## config.mk

```make
export PLATFORM = sky130hd
export DESIGN_NAME = dcp_top
export DESIGN_NICKNAME = d
export VERILOG_FILES = /design/src/hw/dcp_pkg.sv /design/src/hw/dcp_top.sv
export SDC_FILE = /design/constraint.sdc
export NUM_CORES = 1
export LEC_CHECK = 0
export BUFFER_PORTS_ARGS = -buffer_cell sky130_fd_sc_hd__buf_2
export CAP_MARGIN = 20
export CORE_MARGIN = 2
export CORE_UTILIZATION = 50
export DETAILED_ROUTE_END_ITERATION = 10
export GPL_ROUTABILITY_DRIVEN = 0
export PLACE_DENSITY = 0.77
export SYNTH_ARGS = -nofsm -noshare
export SYNTH_HDL_FRONTEND = slang
export SYNTH_SLANG_ARGS = --single-unit
```

## constraint.sdc

```tcl
create_clock -name aclk -period 2.2 [get_ports aclk]
set_clock_uncertainty 0.15 [all_clocks]
set_input_delay 0.22 -clock aclk [delete_from_list [all_inputs] [get_ports aclk]]
set_output_delay 0.22 -clock aclk [all_outputs]
set_load 0.01 [all_outputs]
```

## src/hw/dcp_pkg.sv

```systemverilog
package dcp_pkg;

  // ----------------------------------------------------------------------
  // Timing
  // ----------------------------------------------------------------------
  localparam int CLK_PERIOD_NS = 10;
  localparam int TRIG_OUT_NS = 2000;
  localparam int TRIG_OUT_CYC = TRIG_OUT_NS / CLK_PERIOD_NS;
  localparam int LATENCY_NS = 5000;
  localparam int LATENCY_CYC = LATENCY_NS / CLK_PERIOD_NS;
  localparam int MIN_PULSE_NS = 1000;
  localparam int MIN_PULSE_CYC = (MIN_PULSE_NS + CLK_PERIOD_NS - 1) / CLK_PERIOD_NS;
  localparam int SYNC_CYC = 4;
  localparam logic [7:0] TRIG_OUT_LOAD = 8'(TRIG_OUT_CYC - 1);

  // ----------------------------------------------------------------------
  // Pins and register map
  // ----------------------------------------------------------------------
  localparam int NUM_PINS = 7;
  localparam int FUNC_W = 3;
  localparam int PIN_ERROR = 0;
  localparam int PIN_RETURN = 1;
  localparam int PIN_BLOCK = 2;
  localparam int AXI_ADDR_W = 5;
  localparam logic [4:0] REG_FUNC = 5'h00;
  localparam logic [4:0] REG_POL = 5'h04;
  localparam logic [4:0] REG_DATA = 5'h08;
  localparam logic [4:0] REG_BLOCK = 5'h0c;
  localparam logic [4:0] REG_STATUS = 5'h10;
  localparam logic [4:0] REG_TRIG = 5'h14;
  localparam logic [4:0] REG_CHAN = 5'h18;
  localparam int BLK_MODE_LSB = 0;
  localparam int BLK_CLEAR_BIT = 4;
  localparam int ST_ERR_BIT = 0;
  localparam int ST_BLOCK_BIT = 1;
  localparam int ST_QUES_BIT = 2;
  localparam int ST_LATCH_BIT = 3;
  localparam int ST_TRIGGER_OUT_FUNCTION_BIT = 4;
  localparam int ST_TRIG_LSB = 8;
  localparam int TRIG_FIRE_BIT = 0;
  localparam logic [20:0] FUNC_RST = 21'h000000;
  localparam logic [6:0] POL_RST = 7'h00;
  localparam logic [6:0] DATA_RST = 7'h00;
  localparam logic [1:0] RESP_OKAY = 2'h0;
  localparam logic [1:0] RESP_SLVERR = 2'h2;

  typedef enum logic [2:0] {
    general_bidir_function,
    input_only_function,
    trigger_in_function,
    trigger_out_function,
    error_out_function,
    output_block_function
  } dcp_func_type;

  typedef enum logic [1:0] {
    block_off,
    block_live,
    block_latch
  } dcp_block_mode_type;

endpackage : dcp_pkg

```

## src/hw/dcp_top.sv

```systemverilog
`timescale 1ns/1ps
module dcp_top
  import dcp_pkg::*;
#(
  parameter int NCH = 4
) (
  input wire logic aclk,
  input wire logic aresetn,
  input wire logic [AXI_ADDR_W-1:0] s_axi_awaddr,
  input wire logic s_axi_awvalid,
  output logic s_axi_awready,
  input wire logic [31:0] s_axi_wdata,
  input wire logic [3:0] s_axi_wstrb,
  input wire logic s_axi_wvalid,
  output logic s_axi_wready,
  output logic [1:0] s_axi_bresp,
  output logic s_axi_bvalid,
  input wire logic s_axi_bready,
  input wire logic [AXI_ADDR_W-1:0] s_axi_araddr,
  input wire logic s_axi_arvalid,
  output logic s_axi_arready,
  output logic [31:0] s_axi_rdata,
  output logic [1:0] s_axi_rresp,
  output logic s_axi_rvalid,
  input wire logic s_axi_rready,
  input wire logic [NUM_PINS-1:0] pin_in,
  output logic [NUM_PINS-1:0] pin_out,
  output logic [NUM_PINS-1:0] pin_oe,
  input wire logic [NCH-1:0] protect_cond,
  input wire logic power_fail,
  input wire logic trig_event,
  input wire logic [1:0] nv_block_mode,
  output logic [1:0] block_mode,
  output logic [NUM_PINS-1:0] trig_in_pulse,
  output logic [NCH-1:0] chan_enable,
  output logic block_indicator,
  output logic ques_block_bit,
  output logic error_signal
);

  // ----------------------------------------------------------------------
  // Elaboration checks
  // ----------------------------------------------------------------------
  if (NCH < 1 || NCH > 32) begin : g_bad_nch
    $error("NCH must lie between 1 and 32.");
  end
  if (TRIG_OUT_CYC < 2 || TRIG_OUT_CYC > 256) begin : g_bad_pulse
    $error("Trigger output pulse does not fit the 8-bit counter.");
  end
  if (SYNC_CYC + 2 > LATENCY_CYC || SYNC_CYC > MIN_PULSE_CYC) begin : g_bad_lat
    $error("Input path is too slow for the pin latency.");
  end

  // ----------------------------------------------------------------------
  // State
  // ----------------------------------------------------------------------
  typedef struct packed {
    logic awready;
    logic wready;
    logic aw_have;
    logic [AXI_ADDR_W-1:0] aw_addr;
    logic w_have;
    logic [31:0] w_data;
    logic [3:0] w_strb;
    logic bvalid;
    logic [1:0] bresp;
    logic arready;
    logic rvalid;
    logic [31:0] rdata;
    logic [1:0] rresp;
    logic [20:0] func;
    logic [6:0] pol;
    logic [6:0] out_word;
    dcp_block_mode_type mode;
    logic mode_loaded;
    logic clear_prot;
    logic [NCH-1:0] chan_on;
    logic [NCH-1:0] held;
    logic [NCH-1:0] chan_en;
    logic [6:0] sync1;
    logic [6:0] sync2;
    logic [6:0] sync3;
    logic [6:0] lvl;
    logic [6:0] prev_lvl;
    logic [6:0] trig_sticky;
    logic [6:0] trig_pulse;
    logic sw_trig;
    logic [7:0] tcnt;
    logic tactive;
    logic err;
    logic prev_inh;
    logic inh_latch;
    logic block;
    logic ques;
    logic [6:0] pin_out;
    logic [6:0] pin_oe;
  } dcp_state_type;

  dcp_state_type s;
  dcp_state_type next_s;

  // ----------------------------------------------------------------------
  // Helpers
  // ----------------------------------------------------------------------

  // Merges write data into an old word under the byte strobes.
  function automatic logic [31:0] dcp_merge(input logic [31:0] old_v, input logic [31:0] new_v,
                                            input logic [3:0] strb);
    logic [31:0] res;
    res = old_v;
    for (int b = 0; b < 4; b++) begin
      if (strb[b]) begin
        res[b*8 +: 8] = new_v[b*8 +: 8];
      end
    end
    return res;
  endfunction : dcp_merge

  // Returns the function code of one pin.
  function automatic dcp_func_type dcp_pin_func(input logic [20:0] v, input int idx);
    return dcp_func_type'(v[idx*FUNC_W +: FUNC_W]);
  endfunction : dcp_pin_func

  // Tells whether a byte address hits a mapped register.
  function automatic logic dcp_mapped(input logic [AXI_ADDR_W-1:0] a);
    logic [4:0] w;
    w = {a[4:2], 2'b00};
    return (w == REG_FUNC) || (w == REG_POL) || (w == REG_DATA) || (w == REG_BLOCK) ||
           (w == REG_STATUS) || (w == REG_TRIG) || (w == REG_CHAN);
  endfunction : dcp_mapped

  // ----------------------------------------------------------------------
  // Next-state logic
  // ----------------------------------------------------------------------

  // Computes the whole next state from the present one and the inputs.
  always_comb begin
    logic [6:0] logical;
    logic [6:0] edge_hit;
    logic [31:0] wval;
    logic [4:0] waddr;
    logic [4:0] raddr;
    logic inh_true;
    logic cond_any;
    logic fire;
    dcp_func_type f;
    logical = '0;
    edge_hit = '0;
    wval = '0;
    waddr = '0;
    raddr = '0;
    inh_true = 1'b0;
    cond_any = 1'b0;
    fire = 1'b0;
    f = general_bidir_function;
    next_s = s;
    next_s.clear_prot = 1'b0;
    next_s.sw_trig = 1'b0;
    next_s.trig_pulse = '0;

    // The stored inhibit mode is taken once, on the first cycle after reset.
    if (!s.mode_loaded) begin
      next_s.mode = dcp_block_mode_type'(nv_block_mode);
      next_s.mode_loaded = 1'b1;
    end

    // Three-stage pin synchroniser; a level counts once stages two and three agree.
    next_s.sync1 = pin_in;
    next_s.sync2 = s.sync1;
    next_s.sync3 = s.sync2;
    for (int i = 0; i < NUM_PINS; i++) begin
      if (s.sync2[i] == s.sync3[i]) begin
        next_s.lvl[i] = s.sync3[i];
      end
    end
    next_s.prev_lvl = s.lvl;
    logical = s.lvl ^ s.pol;

    // Write response completes; a new write may then be accepted.
    if (s.bvalid && s_axi_bready) begin
      next_s.bvalid = 1'b0;
    end

    // Performs a write once both address and data are held.
    if (s.aw_have && s.w_have && !s.bvalid) begin
      waddr = {s.aw_addr[4:2], 2'b00};
      next_s.aw_have = 1'b0;
      next_s.w_have = 1'b0;
      next_s.bvalid = 1'b1;
      next_s.bresp = dcp_mapped(s.aw_addr) ? RESP_OKAY : RESP_SLVERR;
      unique case (waddr)
        REG_FUNC: begin
          wval = dcp_merge({11'h000, s.func}, s.w_data, s.w_strb);
          next_s.func = wval[20:0];
        end
        REG_POL: begin
          wval = dcp_merge({25'h0000000, s.pol}, s.w_data, s.w_strb);
          next_s.pol = wval[6:0];
        end
        REG_DATA: begin
          wval = dcp_merge({25'h0000000, s.out_word}, s.w_data, s.w_strb);
          next_s.out_word = wval[6:0];
        end
        REG_BLOCK: begin
          wval = dcp_merge({30'h00000000, s.mode}, s.w_data, s.w_strb);
          next_s.mode = dcp_block_mode_type'(wval[BLK_MODE_LSB +: 2]);
          next_s.clear_prot = s.w_strb[0] & s.w_data[BLK_CLEAR_BIT];
        end
        REG_STATUS: begin
          // Write one to clear; hardware sets below take precedence.
          if (s.w_strb[0]) begin
            next_s.ques = s.ques & ~s.w_data[ST_QUES_BIT];
          end
          if (s.w_strb[1]) begin
            next_s.trig_sticky = s.trig_sticky & ~s.w_data[ST_TRIG_LSB +: NUM_PINS];
          end
        end
        REG_TRIG: begin
          next_s.sw_trig = s.w_strb[0] & s.w_data[TRIG_FIRE_BIT];
        end
        REG_CHAN: begin
          wval = dcp_merge(32'(s.chan_on), s.w_data, s.w_strb);
          next_s.chan_on = wval[NCH-1:0];
          // A channel switched on while blocked is held off.
          for (int c = 0; c < NCH; c++) begin
            if (wval[c] && !s.chan_on[c] && s.block) begin
              next_s.held[c] = 1'b1;
            end
          end
        end
        default: begin
        end
      endcase
    end

    // Address and data handshakes, taken in either order.
    if (s.awready && s_axi_awvalid) begin
      next_s.aw_have = 1'b1;
      next_s.aw_addr = s_axi_awaddr;
    end
    if (s.wready && s_axi_wvalid) begin
      next_s.w_have = 1'b1;
      next_s.w_data = s_axi_wdata;
      next_s.w_strb = s_axi_wstrb;
    end

    // Read channel: the answer appears one cycle after the address is taken.
    if (s.rvalid && s_axi_rready) begin
      next_s.rvalid = 1'b0;
    end
    if (s.arready && s_axi_arvalid) begin
      raddr = {s_axi_araddr[4:2], 2'b00};
      next_s.rvalid = 1'b1;
      next_s.rresp = dcp_mapped(s_axi_araddr) ? RESP_OKAY : RESP_SLVERR;
      next_s.rdata = '0;
      unique case (raddr)
        REG_FUNC: next_s.rdata = {11'h000, s.func};
        REG_POL: next_s.rdata = {25'h0000000, s.pol};
        REG_DATA: next_s.rdata = {25'h0000000, logical};
        REG_BLOCK: next_s.rdata = {30'h00000000, s.mode};
        REG_STATUS: begin
          next_s.rdata[ST_ERR_BIT] = s.err;
          next_s.rdata[ST_BLOCK_BIT] = s.block;
          next_s.rdata[ST_QUES_BIT] = s.ques;
          next_s.rdata[ST_LATCH_BIT] = s.inh_latch;
          next_s.rdata[ST_TRIGGER_OUT_FUNCTION_BIT] = s.tactive;
          next_s.rdata[ST_TRIG_LSB +: NUM_PINS] = s.trig_sticky;
        end
        REG_CHAN: next_s.rdata = 32'(s.chan_en);
        default: next_s.rdata = '0;
      endcase
    end

    // Trigger inputs: rising edge for positive polarity, falling for negative.
    for (int i = 0; i < NUM_PINS; i++) begin
      edge_hit[i] = s.pol[i] ? (s.prev_lvl[i] & ~s.lvl[i]) : (~s.prev_lvl[i] & s.lvl[i]);
      if (dcp_pin_func(s.func, i) == trigger_in_function && edge_hit[i]) begin
        next_s.trig_pulse[i] = 1'b1;
        next_s.trig_sticky[i] = 1'b1;
      end
    end

    // Trigger output timer: each event restarts one full-width pulse.
    fire = trig_event | s.sw_trig;
    if (fire) begin
      next_s.tactive = 1'b1;
      next_s.tcnt = TRIG_OUT_LOAD;
    end else if (s.tactive) begin
      if (s.tcnt == 8'h00) begin
        next_s.tactive = 1'b0;
      end else begin
        next_s.tcnt = s.tcnt - 8'h01;
      end
    end

    // Inhibit input exists only on pin 3.
    inh_true = (dcp_pin_func(s.func, PIN_BLOCK) == output_block_function) &&
               logical[PIN_BLOCK];
    next_s.prev_inh = inh_true;

    // Latch for latching mode; leaving that mode drops it at once.
    if (s.mode != block_latch) begin
      next_s.inh_latch = 1'b0;
    end else if (inh_true && !s.prev_inh) begin
      next_s.inh_latch = 1'b1;
    end else if (s.clear_prot) begin
      next_s.inh_latch = 1'b0;
    end

    // Output blocking by mode; an unknown mode code behaves as off.
    unique case (s.mode)
      block_live: next_s.block = inh_true;
      block_latch: next_s.block = next_s.inh_latch;
      default: next_s.block = 1'b0;
    endcase

    // Questionable inhibit bit is set by blocking and kept until written clear; the indicator follows blocking.
    if (next_s.block) begin
      next_s.ques = 1'b1;
    end

    // Channels already on are gated by blocking; held ones wait for a new switch-on.
    for (int c = 0; c < NCH; c++) begin
      if (!next_s.chan_on[c]) begin
        next_s.held[c] = 1'b0;
      end
    end
    next_s.chan_en = next_s.chan_on & ~next_s.held & {NCH{~next_s.block}};

    // Error latch: any cause sets it, a clear only acts once every cause is gone.
    cond_any = (|protect_cond) | power_fail | s.block;
    if (cond_any) begin
      next_s.err = 1'b1;
    end else if (s.clear_prot) begin
      next_s.err = 1'b0;
    end

    // Pin drivers by function, with polarity applied to every level driven here; the return pin below is driven low without it.
    for (int i = 0; i < NUM_PINS; i++) begin
      f = dcp_pin_func(s.func, i);
      next_s.pin_oe[i] = 1'b0;
      next_s.pin_out[i] = 1'b0;
      unique case (f)
        general_bidir_function: begin
          next_s.pin_oe[i] = 1'b1;
          next_s.pin_out[i] = s.out_word[i] ^ s.pol[i];
        end
        trigger_out_function: begin
          next_s.pin_oe[i] = 1'b1;
          next_s.pin_out[i] = next_s.tactive ^ s.pol[i];
        end
        error_out_function: begin
          if (i == PIN_ERROR) begin
            next_s.pin_oe[i] = 1'b1;
            next_s.pin_out[i] = next_s.err ^ s.pol[i];
          end
        end
        default: begin
          next_s.pin_oe[i] = 1'b0;
        end
      endcase
    end

    // Pin 2 becomes the return of the error pair, whatever it was set to.
    if (dcp_pin_func(s.func, PIN_ERROR) == error_out_function) begin
      next_s.pin_oe[PIN_RETURN] = 1'b1;
      next_s.pin_out[PIN_RETURN] = 1'b0;
    end

    // Ready flags are registered so that every port comes from a flip-flop.
    next_s.awready = !next_s.aw_have && !next_s.bvalid;
    next_s.wready = !next_s.w_have && !next_s.bvalid;
    next_s.arready = !next_s.rvalid;
  end

  // ----------------------------------------------------------------------
  // State register
  // ----------------------------------------------------------------------

  // Registers the state; reset gives every field a constant.
  always_ff @(posedge aclk) begin
    if (!aresetn) begin
      s <= '0;
      s.func <= FUNC_RST;
      s.pol <= POL_RST;
      s.out_word <= DATA_RST;
      s.mode <= block_off;
    end else begin
      s <= next_s;
    end
  end

  // ----------------------------------------------------------------------
  // Outputs
  // ----------------------------------------------------------------------

  // Every output is a field of the state register.
  assign s_axi_awready = s.awready;
  assign s_axi_wready = s.wready;
  assign s_axi_bvalid = s.bvalid;
  assign s_axi_bresp = s.bresp;
  assign s_axi_arready = s.arready;
  assign s_axi_rvalid = s.rvalid;
  assign s_axi_rdata = s.rdata;
  assign s_axi_rresp = s.rresp;
  assign pin_out = s.pin_out;
  assign pin_oe = s.pin_oe;
  assign block_mode = s.mode;
  assign trig_in_pulse = s.trig_pulse;
  assign chan_enable = s.chan_en;
  assign block_indicator = s.block;
  assign ques_block_bit = s.ques;
  assign error_signal = s.err;

endmodule : dcp_top

```

==> results.ini <==
[run_status]
outcome = finished clean

[synthesis]
synth_xor_xnor_area_share_pct = 2.03
ys_seq_area_share_pct = 48.1
async_reset_ff_share_pct = 0
synthFlopType = dfxtp_1
synth_edf_count = 0
synthDominantCellAreaShare_pct = 48.1
synth_compound_area_share_pct = 13.0
synth_top_family_by_area = simple AND/OR/NAND/NOR gates
netlist_top_cells_count = dfxtp_1 (186), nand2_1 (118), a21oi_1 (98), nor2_1 (81), buf_4 (63)
yosysMostFrequentCell = dfxtp_1
yosysUniqueCellTypes = 61
synthMuxAreaShare_pct = 4.73
ys_top_cells_by_area = dfxtp_1 (48%), a21oi_1 (6.3%), buf_4 (6.1%)
synth_area_um2 = 7750
syn_inst = 894
synthAdderAreaFrac_pct = 0.646
ys_ff_latch = 186
synth_top_area_cell = dfxtp_1
yosysWarnings = 0
yosys.area_share.simple_pct = 22.1
syn_avg_cell_area_um2 = 8.67

[floorplanning]
core_region_area_um2 = 15100
initial_core_util_pct = 51.2
die_w_um = 128
pin_count = 139
die_h_um = 128
rows = 45
dieArea_um2 = 16500

[layout]
antenna_cells = 0
finish.utilization_pct = 60.2
nNetsFinal = 1063
drive_gt1_share_pct = 18.6
areaGrowthSynthToFinish_pct = 17.7
final_cell_area_um2 = 9120

[detailed_routing]
drcViolationCount = 0
vias_per_cell = 5.31
vias = 6329
dr.pass1.iters = 5
detail-route-antenna-nets = 0
wl_per_cell_um = 15.6
wl_um = 18600
drt_iter0_drc = 468

[timing]
fin_crit_ps = 2000
finalCritPeriodShare_pct = 91.1
worst_pin_slew_ps = 611
rsz0062_at_grt = false
fin_tns_setup_ps = 0
max-slew-margin-rel_pct = 58.2
fin_ws_ps = 197
setup_viol = 0
finalMaxSlewViolations = 0
hold_violations = 0
max_clock_freq_mhz = 499

[power_and_ir_drop]
internal_power_mw = 5.27
ir_drop_uv = 562
comb_power_share_pct = 6.8
switchingPower_mw = 1.60
p_total_mw = 6.87
power_frac_clock_pct = 42.0
p_seq_share_pct = 51.2
swShare_pct = 23.2
power_density_nw_per_um2 = 753
p_leak_nw = 3.74

[clock_network]
clock_sinks = 186
cts_hold_buf = 41
cts_tree = yes
cts-root-buf = clkbuf_16
htree_levels = 4
clockBufferDepth = 2
cts_setup_buffers = 0
post_cts_resized = 0
insertion_delay_ps = 420
numCtsBuffers = 17
clk_pin_slew_ps = 70

[min_path]
hold_class = in -> reg

[grt]
grt_pass1_vias = 5865
grt_first_pass_wirelength_um = 29600
grt-ovfl-total = 0
antenna_found_initial = 0
grt.total_usage_pct = 22.8
grt_max_degree = 56

[setup_path]
cp-end-kind = register
cp_max_fo = 6
path_cells = or4_4 -> o31a_1 -> a22oi_2 -> a21oi_1 -> o21a_1
slowest_stage = or4_4
cpPeakStageDelay_ps = 560
worstPathRequired_ps = 2370
path_class = reg -> reg
crit_path_start_kind = register
worstPathArrival_ps = 2180
regToRegSetupSlack_ps = 200

[placement]
post-dp-hpwl_um = 12600
io_buffers = 109
pre_cts_ws_ps = 209
dpl_cell_area_um2 = 8160

[run]
drv_cap = 0

==> power by group through the flow <==
stage / sequential, mW / clock [mW] / combinational, mW
after floorplan: 3.56 / 0 / 0.303
after global placement: 3.59 / 0 / 0.403
after detailed placement: 3.59 / 0 / 0.408
after CTS: 3.51 / 2.92 / 0.465
after global routing: 3.52 / 3.07 / 0.518
final: 3.51 / 2.88 / 0.469
==> cell usage in the layout (no fill, tap or decap), drive strengths merged, types with 16 or more instances in the layout <==
cell and count:
dfxtp 186, buf 137, nand2 118, a21oi 98, nor2 81, dlygate4sd3 41
nand3 40, and2 37, mux2i 31, clkbuf 21, o21ai 19, inv 16
==> metal layers <==
metal | wire, um | track usage [%]
met1 | 8810 | 31.5
met2 | 8380 | 36.0
met3 | 1000 | 5.07
met4 | 384 | 6.98
met5 | 0 | 0
==> metrics by stage <==
stage,hold slack [ps],cells
finish,18.8,1191
global route,32.2,1191
CTS,1.01,1191
detailed placement,273,1119
global placement,268,1119
floorplan,97.7,906
==> final timing paths <==
kind / start / end / cells after the start
worst min register to register: next_s[64] / next_s[57] / 1
worst max register to register: s[23] / pin_out[0] / 5
worst min-delay path: nv_block_mode[1] / block_mode[1] / 3
worst max-delay path: s[23] / pin_out[0] / 5
==> critical path, delay by kind of cell (launching register included) <==
family           cells  cell delay [ps]
AO/OA/AOI/OAI        4              850
flip-flops           1              350
AND/OR/NAND/NOR      1              560
==> sequential cells by signal, summed over array words and instances (netlist names), 2 cells and up <==
signal / flops
s: 107
pin_oe: 7
s_axi_rdata: 21
block_mode: 2
chan_enable: 4
next_s: 21
trig_in_pulse: 7
pin_out: 7
==> final cells by class <==
type / instances / area (um2)
Inverter: 16 / 61.3
Timing Repair Buffer: 178 / 1190
Fill cell: 1334 / 6020
Clock buffer: 21 / 460
Tap cell: 188 / 235
Sequential cell: 186 / 3720
Multi-Input combinational cell: 592 / 3350
Clock inverter: 10 / 95.1
==> logic make-up (layout without fill, tap and decap cells) <==
kind of cell / count (synthesis) / in the layout
compound gates: 168 / 168
flops: 186 / 186
xor+xnor: 18 / 18
simple gates: 354 / 354
fa+ha+maj: 4 / 4
other cells: 1 / 13
buf+inv: 128 / 225
mux: 35 / 35
Power figures use the tool's default switching activity.
